**src/rtl/spio_pkg.sv**
```systemverilog
// Shared constants and types for the six-port parallel I/O block
package spio_pkg;
  localparam int NUM_PORTS = 6;
  localparam int PORT_W = 8;
  localparam int NUM_LINES = NUM_PORTS * PORT_W;
  localparam int ADDR_W = 8;
  localparam int SERIAL_LEN = 8;
  localparam int SERIAL_AW = 3;

  typedef logic [ADDR_W-1:0] spio_addr_t;
  typedef logic [PORT_W-1:0] spio_byte_t;

  // Absolute byte offsets of the port data registers
  localparam spio_addr_t OFS_FIRST_BANK_FIRST_PORT = 8'h00;
  localparam spio_addr_t OFS_FIRST_BANK_SECOND_PORT = 8'h01;
  localparam spio_addr_t OFS_FIRST_BANK_THIRD_PORT = 8'h02;
  localparam spio_addr_t OFS_SECOND_BANK_FIRST_PORT = 8'h03;
  localparam spio_addr_t OFS_SECOND_BANK_SECOND_PORT = 8'h04;
  localparam spio_addr_t OFS_SECOND_BANK_THIRD_PORT = 8'h05;
  // Control block
  localparam spio_addr_t OFS_DIR = 8'h06;
  localparam spio_addr_t OFS_IRQ_CTRL = 8'h07;
  localparam spio_addr_t OFS_REL_IN = 8'h08;
  localparam spio_addr_t OFS_REL_OUT = 8'h10;
  localparam spio_addr_t OFS_SERIAL = 8'h18;

  // Field positions
  localparam int IRQ_EN_BIT = 0;
  localparam int IRQ_LEVEL_BIT = 1;
  localparam int IRQ_SRC_LINE = 0;

  // Reset values
  localparam logic [NUM_PORTS-1:0] DIR_RESET = 6'h00;
  localparam logic [NUM_LINES-1:0] OUT_RESET = 48'h0000_0000_0000;
  localparam logic [NUM_LINES-1:0] PIN_RESET = 48'hFFFF_FFFF_FFFF;
  localparam spio_byte_t RDATA_RESET = 8'h00;

  typedef struct packed {
    logic [NUM_LINES-1:0] out;
    logic [NUM_PORTS-1:0] dir;
    logic irq_en;
    logic irq;
    logic [NUM_LINES-1:0] s1;
    logic [NUM_LINES-1:0] s2;
    logic [NUM_LINES-1:0] s3;
    logic [NUM_LINES-1:0] pin;
    spio_byte_t rdata;
    logic rd_mem;
  } spio_state_s;
endpackage

```
**src/rtl/spio_mem_if.sv**
```systemverilog
// Link between the port controller and the serial identifier store
`timescale 1ns/1ps
`default_nettype none
interface spio_mem_if;
  logic wr_en;
  logic rd_en;
  logic [spio_pkg::SERIAL_AW-1:0] addr;
  logic [7:0] wdata;
  logic [7:0] rdata;
  modport ctrl (output wr_en, output rd_en, output addr, output wdata, input rdata);
  modport mem (input wr_en, input rd_en, input addr, input wdata, output rdata);
endinterface
`default_nettype wire

```
**src/rtl/spio_serial_mem.sv**
```systemverilog
// Eight-character serial identifier store with registered read data
`timescale 1ns/1ps
`default_nettype none
module spio_serial_mem #(
  parameter logic [63:0] SERIAL_INIT = 64'h3030_3030_3030_3031
) (
  input wire logic clk_sys,
  input wire logic srst,
  spio_mem_if.mem mem
);
  import spio_pkg::*;

  typedef struct packed {
    logic [SERIAL_LEN-1:0][7:0] chars;
    logic [7:0] rdata;
  } spio_mem_s;

  spio_mem_s state_reg;
  spio_mem_s state_next;

  // Stands in for non-volatile storage: reset reloads the factory string,
  // so a rewrite survives only until the next reset in this model.
  always_comb begin
    state_next = state_reg;
    if (mem.wr_en) begin
      state_next.chars[mem.addr] = mem.wdata;
    end
    if (mem.rd_en) begin
      state_next.rdata = state_reg.chars[mem.addr];
    end
  end

  always_ff @(posedge clk_sys) begin
    if (srst) begin
      state_reg.chars <= SERIAL_INIT;
      state_reg.rdata <= 8'h00;
    end else begin
      state_reg <= state_next;
    end
  end

  assign mem.rdata = state_reg.rdata;
endmodule
`default_nettype wire

```
**src/rtl/spio_top.sv**
```systemverilog
// Six-port parallel I/O controller with register port and pin synchronisers
//
// Overview of operation
// - Six eight-bit ports, two banks of three, each bank on its own header.
// - Each port's direction is chosen separately; all eight lines move together.
// - An input line driven high reads 0, driven low reads 1.
// - An undriven input is pulled high externally and so reads 0.
// - Reading an output port returns the complement of the driven value.
// - Output register is writable in either direction and survives direction changes.
// - Output drive is not inverted: stored 1 drives high, 0 drives low.
// - First bank first port bit 0 is the interrupt source, gated by an enable.
// - Absolute byte offsets 0 to 5 select the six ports regardless of direction.
// - Absolute bit address is eight times byte address plus bit index, 0 to 47.
// - Relative addressing numbers inputs and outputs separately from zero.
// - Power-up applies the saved default configuration; software may replace it. Here the default is the fixed DEFAULT_DIR parameter and cannot be replaced.
// - Eight-character serial identifier kept in storage, readable and rewritable.
//
// The address-and-strobe port is this design's own decision.
`timescale 1ns/1ps
`default_nettype none
module spio_top #(
  parameter logic [spio_pkg::NUM_PORTS-1:0] DEFAULT_DIR = spio_pkg::DIR_RESET,
  parameter logic [63:0] SERIAL_INIT = 64'h3030_3030_3030_3031
) (
  input wire logic clk_sys,
  input wire logic srst,
  input wire spio_pkg::spio_addr_t addr,
  input wire spio_pkg::spio_byte_t wr_data,
  input wire logic wr_en,
  input wire logic rd_en,
  output logic [7:0] rd_data,
  input wire logic [spio_pkg::NUM_LINES-1:0] line_in,
  output logic [spio_pkg::NUM_LINES-1:0] line_out,
  output logic [spio_pkg::NUM_LINES-1:0] line_oe,
  output logic irq_source
);
  import spio_pkg::*;

  spio_state_s state_reg;
  spio_state_s state_next;
  spio_mem_if mem_bus ();

  // Finds the n-th port whose direction equals want, in logical order
  function automatic logic [3:0] rel_find(input logic [NUM_PORTS-1:0] dir,
                                          input logic want,
                                          input logic [2:0] n);
    logic [3:0] res;
    logic [2:0] cnt;
    res = 4'h0;
    cnt = 3'h0;
    for (int p = 0; p < NUM_PORTS; p++) begin
      if (dir[p] == want) begin
        if (cnt == n && !res[3]) begin
          res = {1'b1, 3'(p)};
        end
        cnt = cnt + 3'h1;
      end
    end
    return res;
  endfunction

  // Value software sees for one port
  function automatic spio_byte_t port_view(input spio_state_s s, input logic [2:0] p);
    spio_byte_t v;
    if (s.dir[p]) begin
      v = ~s.out[p*PORT_W +: PORT_W];
    end else begin
      v = ~s.pin[p*PORT_W +: PORT_W];
    end
    return v;
  endfunction

  logic is_port;
  logic is_rel_in;
  logic is_rel_out;
  logic is_serial;
  logic [3:0] rel_hit;

  always_comb begin
    is_port = addr < ADDR_W'(NUM_PORTS);
    is_rel_in = addr >= OFS_REL_IN && addr < OFS_REL_IN + ADDR_W'(NUM_PORTS);
    is_rel_out = addr >= OFS_REL_OUT && addr < OFS_REL_OUT + ADDR_W'(NUM_PORTS);
    is_serial = addr >= OFS_SERIAL && addr < OFS_SERIAL + ADDR_W'(SERIAL_LEN);
    rel_hit = rel_find(state_reg.dir, is_rel_out, addr[2:0]);
  end

  always_comb begin
    state_next = state_reg;
    // Three-stage synchroniser; a line change is accepted once stages two and three agree
    state_next.s1 = line_in;
    state_next.s2 = state_reg.s1;
    state_next.s3 = state_reg.s2;
    for (int i = 0; i < NUM_LINES; i++) begin
      if (state_reg.s2[i] == state_reg.s3[i]) begin
        state_next.pin[i] = state_reg.s3[i];
      end
    end

    if (wr_en) begin
      if (is_port) begin
        // Stored regardless of direction so a port can be preset
        state_next.out[addr[2:0]*PORT_W +: PORT_W] = wr_data;
      end else if (addr == OFS_DIR) begin
        state_next.dir = wr_data[NUM_PORTS-1:0];
      end else if (addr == OFS_IRQ_CTRL) begin
        state_next.irq_en = wr_data[IRQ_EN_BIT];
      end else if (is_rel_out && rel_hit[3]) begin
        // Relative writes reach output ports only; input ports need an absolute write
        state_next.out[rel_hit[2:0]*PORT_W +: PORT_W] = wr_data;
      end
    end

    state_next.rd_mem = rd_en && is_serial;
    if (rd_en) begin
      if (is_port) begin
        state_next.rdata = port_view(state_reg, addr[2:0]);
      end else if (addr == OFS_DIR) begin
        state_next.rdata = {2'b00, state_reg.dir};
      end else if (addr == OFS_IRQ_CTRL) begin
        state_next.rdata = {6'h00, ~state_reg.pin[IRQ_SRC_LINE], state_reg.irq_en};
      end else if (is_rel_in && rel_hit[3]) begin
        state_next.rdata = port_view(state_reg, rel_hit[2:0]);
      end else begin
        // Unmapped, relative output and empty relative slots read as zero
        state_next.rdata = RDATA_RESET;
      end
    end

    // Source asserts while the line is pulled low, i.e. while it reads as 1
    state_next.irq = state_reg.irq_en && !state_reg.pin[IRQ_SRC_LINE];
  end

  always_ff @(posedge clk_sys) begin
    if (srst) begin
      state_reg.out <= OUT_RESET;
      state_reg.dir <= DEFAULT_DIR;
      state_reg.irq_en <= 1'b0;
      state_reg.irq <= 1'b0;
      state_reg.s1 <= PIN_RESET;
      state_reg.s2 <= PIN_RESET;
      state_reg.s3 <= PIN_RESET;
      state_reg.pin <= PIN_RESET;
      state_reg.rdata <= RDATA_RESET;
      state_reg.rd_mem <= 1'b0;
    end else begin
      state_reg <= state_next;
    end
  end

  always_comb begin
    mem_bus.wr_en = wr_en && is_serial;
    mem_bus.rd_en = rd_en && is_serial;
    mem_bus.addr = addr[SERIAL_AW-1:0];
    mem_bus.wdata = wr_data;
  end

  spio_serial_mem #(
    .SERIAL_INIT(SERIAL_INIT)
  ) u_serial (
    .clk_sys(clk_sys),
    .srst(srst),
    .mem(mem_bus)
  );

  // Line index is the absolute bit address: 8 * port + bit, ports A,B,C of bank 1 then bank 2
  genvar gp;
  generate
    for (gp = 0; gp < NUM_PORTS; gp++) begin : g_port
      assign line_oe[gp*PORT_W +: PORT_W] = {PORT_W{state_reg.dir[gp]}};
    end
  endgenerate

  assign line_out = state_reg.out;
  assign irq_source = state_reg.irq;
  assign rd_data = state_reg.rd_mem ? mem_bus.rdata : state_reg.rdata;

  AST_RESET_QUIET: assert property (@(posedge clk_sys)
    srst |=> (line_oe == '0) && (line_out == '0))
    else $error("Lines driven right after reset");

  AST_READ_INVERT: assert property (@(posedge clk_sys) disable iff (srst)
    (rd_en && addr == OFS_FIRST_BANK_FIRST_PORT && !state_reg.dir[0])
    |=> rd_data == ~$past(state_reg.pin[7:0]))
    else $error("Input read is not the complement of the line level");

  AST_OUT_READBACK: assert property (@(posedge clk_sys) disable iff (srst)
    (rd_en && addr == OFS_SECOND_BANK_SECOND_PORT && state_reg.dir[4] && !wr_en)
    |=> rd_data == ~line_out[39:32])
    else $error("Output readback is not the complement of the drive");

  AST_KEEP_ON_DIR: assert property (@(posedge clk_sys) disable iff (srst)
    (wr_en && addr == OFS_DIR) |=> $stable(line_out))
    else $error("Output register changed on a direction write");

  AST_DRIVE_TRUE: assert property (@(posedge clk_sys) disable iff (srst)
    (wr_en && addr == OFS_SECOND_BANK_FIRST_PORT)
    |=> line_out[31:24] == $past(wr_data))
    else $error("Absolute write did not reach its port lines");

  AST_DIR_GROUP: assert property (@(posedge clk_sys) disable iff (srst)
    (wr_en && addr == OFS_DIR)
    |=> (line_oe[15:8] == {8{$past(wr_data[1])}}) && (line_oe[47:40] == {8{$past(wr_data[5])}}))
    else $error("Port lines did not change direction together");

  AST_IRQ_GATE: assert property (@(posedge clk_sys) disable iff (srst)
    (!state_reg.irq_en ##1 !state_reg.irq_en) |-> !irq_source)
    else $error("Interrupt source active while disabled");

  AST_REL_FIRST_IN: assert property (@(posedge clk_sys) disable iff (srst)
    (rd_en && addr == OFS_REL_IN && !state_reg.dir[0])
    |=> rd_data == ~$past(state_reg.pin[7:0]))
    else $error("Relative input 0 is not the first input port");

  AST_REL_NO_IN_WRITE: assert property (@(posedge clk_sys) disable iff (srst)
    (wr_en && addr == OFS_REL_OUT && state_reg.dir == 6'h00) |=> $stable(line_out))
    else $error("Relative write reached an input port");

  AST_PIN_SETTLE: assert property (@(posedge clk_sys) disable iff (srst)
    (state_reg.s2[0] != state_reg.s3[0]) |=> $stable(state_reg.pin[0]))
    else $error("Line accepted before two stages agreed");

  AST_PIN_ACCEPT: assert property (@(posedge clk_sys) disable iff (srst)
    (state_reg.s2[0] == state_reg.s3[0]) |=> state_reg.pin[0] == $past(state_reg.s3[0]))
    else $error("Agreed line level was not accepted");

  AST_READ_PORT_IN_B2: assert property (@(posedge clk_sys) disable iff (srst)
    (rd_en && addr == OFS_SECOND_BANK_SECOND_PORT && !state_reg.dir[4])
    |=> rd_data == ~$past(state_reg.pin[39:32]))
    else $error("Input read of second bank second port is not inverted");

  AST_READ_PORT_OUT: assert property (@(posedge clk_sys) disable iff (srst)
    (rd_en && addr == OFS_SECOND_BANK_FIRST_PORT && state_reg.dir[3] && !wr_en)
    |=> rd_data == ~line_out[31:24])
    else $error("Output readback of second bank first port is wrong");

  AST_WRITE_PORT0: assert property (@(posedge clk_sys) disable iff (srst)
    (wr_en && addr == OFS_FIRST_BANK_FIRST_PORT) |=> line_out[7:0] == $past(wr_data))
    else $error("Write to byte offset 0 missed its port");

  AST_WRITE_PORT_B2: assert property (@(posedge clk_sys) disable iff (srst)
    (wr_en && addr == OFS_SECOND_BANK_SECOND_PORT) |=> line_out[39:32] == $past(wr_data))
    else $error("Write to byte offset 4 missed its port");

  AST_DIR_GROUP_REST: assert property (@(posedge clk_sys) disable iff (srst)
    (wr_en && addr == OFS_DIR)
    |=> (line_oe[7:0] == {8{$past(wr_data[0])}}) && (line_oe[23:16] == {8{$past(wr_data[2])}})
    && (line_oe[31:24] == {8{$past(wr_data[3])}}) && (line_oe[39:32] == {8{$past(wr_data[4])}}))
    else $error("Remaining ports did not change direction together");

  AST_DIR_READBACK: assert property (@(posedge clk_sys) disable iff (srst)
    (rd_en && addr == OFS_DIR) |=> rd_data == {2'b00, $past(state_reg.dir)})
    else $error("Direction register read back wrong");

  AST_RESET_DIR_DEFAULT: assert property (@(posedge clk_sys)
    srst |=> state_reg.dir == DEFAULT_DIR)
    else $error("Reset did not apply the default direction set");

  AST_RESET_NO_IRQ: assert property (@(posedge clk_sys)
    srst |=> !irq_source && (rd_data == RDATA_RESET))
    else $error("Interrupt source or read data not cleared by reset");

  AST_IRQ_LEVEL: assert property (@(posedge clk_sys) disable iff (srst)
    (state_reg.irq_en && !state_reg.pin[IRQ_SRC_LINE]) |=> irq_source)
    else $error("Interrupt source missing while enabled and line low");

  AST_IRQ_IDLE: assert property (@(posedge clk_sys) disable iff (srst)
    state_reg.pin[IRQ_SRC_LINE] |=> !irq_source)
    else $error("Interrupt source active while its line is high");

  AST_IRQ_CTRL_READ: assert property (@(posedge clk_sys) disable iff (srst)
    (rd_en && addr == OFS_IRQ_CTRL)
    |=> (rd_data[IRQ_LEVEL_BIT] == !$past(state_reg.pin[IRQ_SRC_LINE]))
    && (rd_data[IRQ_EN_BIT] == $past(state_reg.irq_en)) && (rd_data[7:2] == 6'h00))
    else $error("Interrupt control read back wrong");

  AST_REL_OUT_WRITE: assert property (@(posedge clk_sys) disable iff (srst)
    (wr_en && addr == OFS_REL_OUT + 8'h01 && state_reg.dir == 6'h28)
    |=> line_out[47:40] == $past(wr_data))
    else $error("Relative output 1 did not reach the second output port");

  AST_REL_EMPTY_SLOT: assert property (@(posedge clk_sys) disable iff (srst)
    (wr_en && addr == OFS_REL_OUT + 8'h02 && state_reg.dir == 6'h28)
    |=> $stable(line_out))
    else $error("Relative write to a missing output port changed the lines");

  AST_REL_EMPTY_READ: assert property (@(posedge clk_sys) disable iff (srst)
    (rd_en && addr == OFS_REL_IN + 8'h04 && state_reg.dir == 6'h28)
    |=> rd_data == RDATA_RESET)
    else $error("Relative read of a missing input port is not zero");

  AST_REL_OUT_READ_ZERO: assert property (@(posedge clk_sys) disable iff (srst)
    (rd_en && is_rel_out) |=> rd_data == RDATA_RESET)
    else $error("Relative output read returned data");

  AST_REL_IN_WRITE_IGNORED: assert property (@(posedge clk_sys) disable iff (srst)
    (wr_en && is_rel_in) |=> $stable(line_out) && $stable(line_oe))
    else $error("Relative input write changed the lines");

  AST_SERIAL_NO_PORT_EFFECT: assert property (@(posedge clk_sys) disable iff (srst)
    (wr_en && is_serial) |=> $stable(line_out) && $stable(line_oe))
    else $error("Identifier write changed the lines");

  AST_UNMAPPED_READ: assert property (@(posedge clk_sys) disable iff (srst)
    (rd_en && addr >= OFS_SERIAL + ADDR_W'(SERIAL_LEN)) |=> rd_data == RDATA_RESET)
    else $error("Unmapped read returned data");
endmodule
`default_nettype wire

```
**config.mk**
```make
export PLATFORM = sky130hd
export DESIGN_NAME = spio_top
export DESIGN_NICKNAME = d
export VERILOG_FILES = /design/src/rtl/spio_pkg.sv /design/src/rtl/spio_mem_if.sv /design/src/rtl/spio_serial_mem.sv /design/src/rtl/spio_top.sv
export SDC_FILE = /design/constraint.sdc
export NUM_CORES = 1
export LEC_CHECK = 0
export BUFFER_PORTS_ARGS = -buffer_cell sky130_fd_sc_hd__buf_2
export CORE_MARGIN = 2
export CORE_UTILIZATION = 30
export CTS_CLUSTER_DIAMETER = 60
export DETAILED_ROUTE_END_ITERATION = 10
export MAX_ROUTING_LAYER = met4
export PLACE_DENSITY = 0.59
export SLEW_MARGIN = 10
export SYNTH_ARGS = -nofsm -noshare
export SYNTH_HDL_FRONTEND = slang
export SYNTH_SLANG_ARGS = --single-unit
```
**constraint.sdc**
```tcl
create_clock -name clk_sys -period 5.5 [get_ports clk_sys]
set_input_delay 0 -clock clk_sys [delete_from_list [all_inputs] [get_ports clk_sys]]
set_output_delay 0 -clock clk_sys [all_outputs]
set_load 0.01 [all_outputs]
```
==> summary.log, run 1 <==
INFO  power          seq_power_share=44.6%
INFO  detailed_routing drcViolationCount=0
INFO  power          power.internal=4230uW
INFO  final_layout   synthToLayoutAreaGrowth=19.2%
INFO  setup_path     worst_setup_path_startpoint=addr[3]
INFO  clock_network  clock_insertion_delay_worst_skew=0.54ns
INFO  setup_path     path_cells=dlygate4sd3_1 -> buf_2 -> or4_1 -> nor3_4 -> xnor2_1 -> ha_1 -> mux2i_1 -> o21ai_0 -> ha_1 -> a21boi_0 -> nand4_1 -> o31ai_1 -> and3_1 -> or4_4 -> a41oi_4 -> ha_1 -> ha_1 -> nor2_1 -> and3_1 -> o2111a_1 -> o211ai_1 -> o32ai_1
INFO  timing         achievable-frequency=196MHz
INFO  timing         setup_viol=0
INFO  logic_synthesis synthesis.yosys.warnings=0
INFO  power          p_per_area=322mW/mm^2
INFO  detailed_routing via_count=11750
INFO  power          clkPwrFrac=48.8%
INFO  clock_network  post_cts_buffers=0
INFO  detailed_routing postRouteAntennaNets=0
INFO  setup_path     cp_common_cell=sky130_fd_sc_hd__ha_1
INFO  logic_synthesis postSynth.topFlopCell=sky130_fd_sc_hd__dfxtp_1
INFO  floorplan      ios=173
INFO  logic_synthesis synthCells=1554
INFO  outcome        outcome=complete, no violations
INFO  grt            global_route_wire_length_before_repair=65400microns
INFO  placed_design  detailedPlacementHpwl=30500microns
INFO  setup_path     reg2reg_slack=0.42ns
INFO  timing         slew_violations=0
INFO  setup_path     critical_r2r_launch=line_oe[0]$_SDFFE_PP0P_
INFO  logic_synthesis synth.avg_cell_area=9.23squm
INFO  detailed_routing detailedRoute.firstIterationViolations=1133
INFO  detailed_routing route.detailed.wl_per_inst=18.6microns
INFO  clock_network  clk_path_buf_depth=3
INFO  clock_network  tritoncts=done
INFO  final_layout   antenna_cells_inserted=0
INFO  clock_network  clk_pin_slew_worst_paths=0.06ns
INFO  logic_synthesis synth.ff_latch_count=329
INFO  logic_synthesis syn-cell-area=0.0143sqmm
INFO  logic_synthesis synth_enable_flop_cells=0
INFO  detailed_routing totalWireLength=43000microns
INFO  logic_synthesis post_synth_fa_ha_maj_area_fraction=0.855%
INFO  final_layout   design_area=0.0171sqmm
INFO  grt            pin_count_of_the_biggest_net_entering_global_routing=94
INFO  clock_network  h-tree-depth=2
INFO  final_layout   max_reg_flops=106
INFO  timing         measured_slew_at_the_worst_slew_check_pin=1.16ns
INFO  timing         unrepaired_setup_endpoints_after_global_routing=no
INFO  grt            aggregate_global_route_resource_usage=17.4%
INFO  timing         finalHoldViolations=0
INFO  logic_synthesis synthMuxAreaShare=11.5%
INFO  placed_design  port_buffers=172
INFO  grt            first_global_vias=10868
INFO  final_layout   final_cell_count_no_fill=2316
INFO  floorplan      starting_density=30.2%
INFO  clock_network  cts_root_buf=sky130_fd_sc_hd__clkbuf_16
INFO  power          power_switching=1280uW
INFO  logic_synthesis ys_types=79
INFO  placed_design  dpl_cell_area=0.0151sqmm
INFO  setup_path     critical_path_peak_fanout=8
INFO  worst_hold_path worstHoldPathType=input port to flip-flop
INFO  grt            antenna_found_initial=0
INFO  logic_synthesis synth_top_family_by_area=simple AND/OR/NAND/NOR gates
INFO  timing         period_needed=5.10ns
INFO  power          leakage=0.00683uW
INFO  clock_network  postCtsResizedCells=0
INFO  floorplan      dieArea=0.0496sqmm
INFO  final_layout   final_net_count=1749
INFO  worst_hold_path min_from=line_in[40]
INFO  logic_synthesis basic_gate_share_of_the_synthesized_area_counting_and_or_nand_and_nor_cells=17.9%
INFO  timing         clock-skew-final=0.0137ns
INFO  grt            grt_overflow_total=0
INFO  detailed_routing vias_per_cell=5.07
INFO  final_layout   final_layout_size_suffix_gt1_share=27.6%
INFO  power          pwr-share-comb=6.6%
INFO  logic_synthesis leading_cell_types_by_total_area_after_synthesis=sky130_fd_sc_hd__dfxtp_1 (46%), sky130_fd_sc_hd__or2_2 (6.3%), sky130_fd_sc_hd__mux2i_1 (6.2%)
INFO  setup_path     path_buf_inv=2
INFO  setup_path     critPathLaunchType=input port
INFO  detailed_routing drt-pass1-iter-count=7
INFO  setup_path     critical_path.max_stage_delay=0.66ns
INFO  power          power_switching_share=23.3%
INFO  logic_synthesis synth.largest_area_cell=sky130_fd_sc_hd__dfxtp_1
INFO  clock_network  numCtsBuffers=39
INFO  logic_synthesis synth-compound-area-share=14.9%
INFO  setup_path     cp.arrival=5.49ns
INFO  logic_synthesis synthXorXnorAreaFrac=0.767%
INFO  placed_design  finalWeightedCongestion=0.886
INFO  placed_design  number_of_placed_cells_counting_well_taps=2185
INFO  logic_synthesis synth_fp_nets=1631
INFO  job            drv_cap=0
INFO  floorplan      floorplan.die.height=223microns
INFO  floorplan      row_count=80
INFO  logic_synthesis netlist.area_leader.share=45.9%
INFO  setup_path     worst_path_dominant_cell_family=simple AND/OR/NAND/NOR gates
INFO  floorplan      die_x=223microns
INFO  setup_path     worstSetupPathType=input port to flip-flop
INFO  timing         slew_headroom=22.6%
INFO  logic_synthesis synth-async-reset-ratio=0%
INFO  setup_path     worst_ep_required_time=5.89ns
INFO  logic_synthesis seq_area_frac_synth=45.9%
INFO  setup_path     end_kind=flip-flop
INFO  timing         period_share=92.8%
INFO  power          worst_ir_drop_vdd=0.000179V
INFO  floorplan      core_area=0.0474sqmm
INFO  clock_network  tritoncts_num_sinks=329
INFO  setup_path     critical_path_cell_with_the_highest_stage_delay=sky130_fd_sc_hd__or4_1
INFO  timing         setup-tns-final=0ns
## power by group through the flow
| stage | Combinational, uW | Clock (uW) | Sequential, uW |
|---|---|---|---|
| 2_1_floorplan | 216 | 0 | 2500 |
| 3_3_place_gp | 327 | 0 | 2510 |
| 3_5_place_dp | 329 | 0 | 2510 |
| 4_1_cts | 363 | 2750 | 2460 |
| 5_1_grt | 395 | 2850 | 2460 |
| 6_report | 365 | 2690 | 2460 |
## synth_stat cells (7+ instances only)
cell,number
sky130_fd_sc_hd__a211oi_1,14
sky130_fd_sc_hd__a21oi_1,125
sky130_fd_sc_hd__a221oi_1,19
sky130_fd_sc_hd__a31oi_1,7
sky130_fd_sc_hd__buf_1,8
sky130_fd_sc_hd__buf_4,97
sky130_fd_sc_hd__clkbuf_1,71
sky130_fd_sc_hd__dfxtp_1,329
sky130_fd_sc_hd__ha_1,9
sky130_fd_sc_hd__inv_1,21
sky130_fd_sc_hd__mux2_2,25
sky130_fd_sc_hd__mux2i_1,89
sky130_fd_sc_hd__mux4_2,20
sky130_fd_sc_hd__nand2_1,130
sky130_fd_sc_hd__nand3_1,25
sky130_fd_sc_hd__nor2_1,167
sky130_fd_sc_hd__nor3_1,9
sky130_fd_sc_hd__o211ai_1,27
sky130_fd_sc_hd__o21ai_0,71
sky130_fd_sc_hd__o32ai_1,8
sky130_fd_sc_hd__or2_2,145
sky130_fd_sc_hd__xnor2_1,7
## area by class of cell
cell class	instances	area [sq um]
Fill cell	4825	30300
Tap cell	615	769
Clock inverter	15	208
Inverter	26	97.6
Timing Repair Buffer	260	1680
Multi-Input combinational cell	1016	6600
Sequential cell	329	6590
Clock buffer	55	1170
## kinds of logic after synthesis
group / count (synthesis)
adder cells (fa/ha/maj): 10
multiplexers: 137
buffers and inverters: 209
XOR/XNOR: 11
flip-flops: 329
AO/OA/AOI/OAI: 331
AND/OR/NAND/NOR: 527
## placed cells by master (no fill, tap or decap), types with 19 or more instances in the layout
master                          instances
sky130_fd_sc_hd__nand2_1              130
sky130_fd_sc_hd__o211ai_1              27
sky130_fd_sc_hd__or2_2                145
sky130_fd_sc_hd__dlygate4sd3_1         61
sky130_fd_sc_hd__a221oi_1              19
sky130_fd_sc_hd__buf_4                 28
sky130_fd_sc_hd__buf_2                171
sky130_fd_sc_hd__mux2i_1               89
sky130_fd_sc_hd__nand3_1               25
sky130_fd_sc_hd__nor2_1               167
sky130_fd_sc_hd__mux2_2                25
sky130_fd_sc_hd__o21ai_0               71
sky130_fd_sc_hd__a21oi_1              125
sky130_fd_sc_hd__clkbuf_16             41
sky130_fd_sc_hd__inv_1                 21
sky130_fd_sc_hd__mux4_2                20
sky130_fd_sc_hd__dfxtp_1              329
## per-stage QoR
stage	total power, uW	setup slack (ns)	utilization, %	hold slack, ns
floorplan	2710	0.654	-	0.104
global placement	2840	0.552	31.9	0.185
detailed placement	2840	0.402	31.9	0.184
CTS	5570	0.465	36.1	0.147
global route	5710	0.0834	36.1	0.149
finish	5510	0.395	36.1	0.163
## path summary, 6_finish.rpt
check | to | cells past startpoint
worst min register to register | state_next[91]$_SDFF_PP1_ | 1
worst min-delay path | state_next[145]$_SDFF_PP1_ | 3
worst max-delay path | line_out[5]$_SDFFE_PP0P_ | 22
worst max register to register | line_out[5]$_SDFFE_PP0P_ | 19
## per-layer routing
layer / share of wire, % / global-route usage (%) / vias to the layer above
li1: - / - / 5559
met1: 44 / 22.8 / 5606
met2: 46 / 27.1 / 501
met3: 7.4 / 2.82 / 84
met4: 3.1 / 6.13 / 0
met5: 0 / - / -
## tightest hold or removal path: stages
cell                            delay [ns]
sky130_fd_sc_hd__dlygate4sd3_1        0.51
sky130_fd_sc_hd__buf_2                0.09
sky130_fd_sc_hd__or2_2                0.08
## timing repair
item / 4_1_cts / 5_1_grt
setup endpoints to repair: 0 / 0
hold endpoints to repair: 95 / 0
hold buffers: 61 / 0
Note: power is estimated with default switching activity, not from simulation.
==> inputs of run 2 (changes only) <==
--- a/config.mk
+++ b/config.mk
@@ -5,6 +5,7 @@
 export SDC_FILE = /design/constraint.sdc
 export NUM_CORES = 1
 export LEC_CHECK = 0
+export ABC_AREA = 1
 export BUFFER_PORTS_ARGS = -buffer_cell sky130_fd_sc_hd__buf_2
 export CORE_MARGIN = 2
 export CORE_UTILIZATION = 30
==> run 2 against run 1 <==
Compared with the run above: sequential power about the same; routed wire length increased by 11%; setup slack improved by 0.40 ns; synthesized cell count increased by 22%; total power decreased by 1.8%; first-iteration DRC count increased by 6.1%; critical path depth increased by 1; fmax increased by 8.5%; die area increased by 1.8%.
==> summary.log, run 2 <==
INFO  outcome        outcome=complete, no violations
INFO  final_layout   final_net_count=2071 [+18%]
INFO  setup_path     critPathLaunchType=flip-flop
INFO  grt            antenna_found_initial=1 [+1]
INFO  detailed_routing postRouteAntennaNets=0 [unchanged]
INFO  logic_synthesis postSynth.topFlopCell=sky130_fd_sc_hd__dfxtp_1
INFO  clock_network  clock_insertion_delay_worst_skew=0.56ns [+0.02 ns]
INFO  detailed_routing totalWireLength=47600microns [+11%]
INFO  logic_synthesis synthMuxAreaShare=0.385% [-11 points]
INFO  placed_design  port_buffers=172 [unchanged]
INFO  timing         period_needed=4.70ns [-0.401 ns]
INFO  logic_synthesis synth-async-reset-ratio=0% [unchanged]
INFO  job            drv_cap=0 [unchanged]
INFO  timing         period_share=85.5% [-7.3 points]
INFO  setup_path     critical_path_peak_fanout=13 [+5]
INFO  logic_synthesis basic_gate_share_of_the_synthesized_area_counting_and_or_nand_and_nor_cells=24.5% [+6.6 points]
INFO  detailed_routing vias_per_cell=4.99 [-1.7%]
INFO  logic_synthesis synth.most_common_cell=sky130_fd_sc_hd__dfxtp_1
INFO  floorplan      die_x=225microns [+0.89%]
INFO  floorplan      dieArea=0.0505sqmm [+1.8%]
INFO  setup_path     cp.arrival=5.16ns [-0.33 ns]
INFO  logic_synthesis leading_cell_types_by_total_area_after_synthesis=sky130_fd_sc_hd__dfxtp_1 (45%), sky130_fd_sc_hd__nand2_1 (8.3%), sky130_fd_sc_hd__o21ai_0 (7.0%)
INFO  setup_path     critical_path.max_stage_delay=0.56ns [-0.10 ns]
INFO  logic_synthesis post_synth_most_frequent_cells=sky130_fd_sc_hd__dfxtp_1 (329), sky130_fd_sc_hd__nand2_1 (322), sky130_fd_sc_hd__o21ai_0 (203)
INFO  setup_path     cp_common_cell=sky130_fd_sc_hd__nand2_1
INFO  timing         unrepaired_setup_endpoints_after_global_routing=no
INFO  logic_synthesis ys_types=53 [-33%]
INFO  detailed_routing via_count=13155 [+12%]
INFO  power          worst_ir_drop_vdd=0.000181V [+1.1%]
INFO  logic_synthesis synth.avg_cell_area=7.73squm [-16%]
INFO  setup_path     end_kind=flip-flop
INFO  detailed_routing drcViolationCount=0 [unchanged]
INFO  timing         measured_slew_at_the_worst_slew_check_pin=1.12ns [-0.0405 ns]
INFO  logic_synthesis netlist.area_leader.share=45.1% [-0.82 points]
INFO  setup_path     worst_setup_path_startpoint=line_oe[8]$_SDFFE_PP0P_
INFO  final_layout   area.sequential=0.00659sqmm [unchanged]
INFO  power          p_per_area=316mW/mm^2 [-1.9%]
INFO  detailed_routing drt-pass1-iter-count=7 [unchanged]
INFO  final_layout   multiInputGateArea=0.00647sqmm [-1.9%]
INFO  floorplan      core_area=0.0479sqmm [+1.1%]
INFO  timing         clock-skew-final=0.0206ns [+0.00690 ns]
INFO  timing         slew_violations=0 [unchanged]
INFO  logic_synthesis syn-cell-area=0.0146sqmm [+1.8%]
INFO  floorplan      row_count=80 [unchanged]
INFO  floorplan      starting_density=30.5% [+0.23 points]
INFO  logic_synthesis post_synth_fa_ha_maj_area_fraction=0.771% [-0.084 points]
INFO  clock_network  tritoncts_num_sinks=329 [unchanged]
INFO  grt            pin_count_of_the_biggest_net_entering_global_routing=80 [-15%]
INFO  worst_hold_path worstHoldPathType=input port to flip-flop
INFO  grt            first_global_vias=12329 [+13%]
INFO  logic_synthesis synthesis.yosys.warnings=0 [unchanged]
INFO  timing         setup-tns-final=0ns [unchanged]
INFO  setup_path     critical_path_cell_with_the_highest_stage_delay=sky130_fd_sc_hd__dfxtp_1
INFO  worst_hold_path worst_hold_path.num_cells=6 [+3]
INFO  final_layout   max_reg_flops=106 [unchanged]
INFO  grt            aggregate_global_route_resource_usage=19.1% [+1.7 points]
INFO  logic_synthesis synth.largest_area_cell=sky130_fd_sc_hd__dfxtp_1
INFO  setup_path     reg2reg_slack=0.80ns [+0.38 ns]
INFO  placed_design  finalWeightedCongestion=0.906 [+2.2%]
INFO  timing         setup_viol=0 [unchanged]
INFO  final_layout   post-route-util=35.7% [-0.34 points]
INFO  timing         finalHoldViolations=0 [unchanged]
INFO  clock_network  tritoncts=done
INFO  floorplan      floorplan.die.height=225microns [+0.89%]
INFO  timing         slew_headroom=25.4% [+2.8 points]
INFO  worst_hold_path min_from=addr[4]
INFO  clock_network  cts_root_buf=sky130_fd_sc_hd__clkbuf_16
INFO  final_layout   synthToLayoutAreaGrowth=17.2%
INFO  worst_hold_path holdPathEnd=state_reg[8]$_SDFFE_PP0P_
INFO  clock_network  numCtsBuffers=38 [-2.6%]
INFO  final_layout   final_cell_mix=sky130_fd_sc_hd__dfxtp_1 (329), sky130_fd_sc_hd__nand2_1 (322), sky130_fd_sc_hd__o21ai_0 (203)
INFO  setup_path     worstSetupPathType=flip-flop to flip-flop
INFO  floorplan      ios=173 [unchanged]
INFO  final_layout   final_layout_size_suffix_gt1_share=22.3% [-5.3 points]
INFO  logic_synthesis synthXorXnorAreaFrac=0.180% [-0.59 points]
INFO  clock_network  clk_pin_slew_worst_paths=0.06ns [about the same]
INFO  grt            global_route_wire_length_before_repair=72000microns [+10%]
INFO  logic_synthesis seq_area_frac_synth=45.1% [-0.82 points]
INFO  placed_design  detailedPlacementHpwl=33900microns [+11%]
INFO  timing         achievable-frequency=213MHz [+8.5%]
INFO  detailed_routing route.detailed.wl_per_inst=18.1microns [-2.7%]
INFO  logic_synthesis synth.ff_latch_count=329 [unchanged]
INFO  power          leakage=0.00735uW [+7.6%]
INFO  power          finalPower=5410uW [-1.8%]
INFO  logic_synthesis synth_enable_flop_cells=0 [unchanged]
INFO  setup_path     path_cells=inv_1 -> nand2_1 -> nand2_1 -> xnor2_1 -> ha_1 -> nand2_1 -> nand2_1 -> ha_1 -> or2_2 -> nand3_1 -> nand2_1 -> nor2_1 -> a21oi_4 -> ha_1 -> ha_1 -> inv_1 -> nand2_2 -> nor2_2 -> nand3_2 -> a21oi_4 -> inv_2 -> nor2_1 -> nor2_1
INFO  setup_path     critical_r2r_launch=line_oe[8]$_SDFFE_PP0P_
INFO  timing         worst_case_hold_slack=0.0637ns [-0.0993 ns]
INFO  setup_path     worst_r2r_path_depth=23 [+4]
INFO  logic_synthesis synth_fp_nets=1968 [+21%]
INFO  logic_synthesis synth_top_family_by_area=simple AND/OR/NAND/NOR gates
INFO  final_layout   fillCellCount=4990 [+3.4%]
INFO  clock_network  clk_path_buf_depth=3 [unchanged]
INFO  grt            grt_overflow_total=0 [unchanged]
INFO  setup_path     worst_ep_required_time=5.95ns [+0.06 ns]
INFO  logic_synthesis synthCells=1891 [+22%]
INFO  detailed_routing detailedRoute.firstIterationViolations=1202 [+6.1%]
INFO  final_layout   layout.cells.most_common=sky130_fd_sc_hd__dfxtp_1
INFO  setup_path     reg_to_reg_endpoint=line_out[15]$_SDFFE_PP0P_
INFO  logic_synthesis synth-compound-area-share=18.4% [+3.5 points]
INFO  clock_network  h-tree-depth=2 [unchanged]
==> run 2: area by class of cell <==
cell class	instances	share of cell area, %
sequential	329	38.5
multi-input combinational	1257	37.8
timing repair buffer	258	9.73
clock buffer	51	6.19
tap	615	4.49
inverter	110	2.41
clock inverter	17	0.892
antenna	1	0.0146
==> run 2: worst max-delay path by stage <==
stage | to | slack (ns)
CTS | line_out[32]$_SDFFE_PP0P_ | 0.86
global route | line_out[33]$_SDFFE_PP0P_ | 0.40
global placement | line_out[39]$_SDFFE_PP0P_ | 0.94
floorplan | line_out[0]$_SDFFE_PP0P_ | 1.19
finish | line_out[15]$_SDFFE_PP0P_ | 0.80
detailed placement | line_out[32]$_SDFFE_PP0P_ | 0.88
==> run 2: layer usage <==
layer  vias up  track usage, %  part of all wire [%]
met5         -               -                     0
met2       532            29.4                    45
met1      6078            24.5                    45
li1       6440               -                     -
met3       105            3.92                   7.1
met4         0            7.61                   3.8
==> run 2: cell families after synthesis <==
kind of cell               count (synthesis)
and+or+nand+nor                          766
AOI/OAI and AO/OA                        474
DFF                                      329
buffers and inverters                    305
adders and majority gates                  9
muxes                                      5
xor gates and xnor gates                   3
==> run 2: through the flow <==
step / cells / area (sq um) / setup slack [ns]
floorplan: 1891 / 14600 / 1.19
global placement: 2506 / 15300 / 0.945
detailed placement: 2506 / 15300 / 0.880
CTS: 2637 / 17100 / 0.860
global route: 2638 / 17100 / 0.400
finish: 2638 / 17100 / 0.796
==> run 2: critical path: cells and delay by family, from the launching register on <==
family / cells / cell delay (ns)
buf+inv: 3 / 0.53
fa+ha+maj: 4 / 1.09
flops: 1 / 0.56
compound gates: 2 / 0.44
xor+xnor: 1 / 0.25
simple gates: 13 / 1.74
==> run 2: timing repair <==
item,4_1_cts,5_1_grt
hold buffers,63,0
gates resized for setup,0,0
buffers inserted,0,0
hold endpoints to repair,83,0
==> run 2: where the power goes <==
group	switching, uW	internal, uW
registers	22.2	2430
logic	345	176
clock network	1020	1420
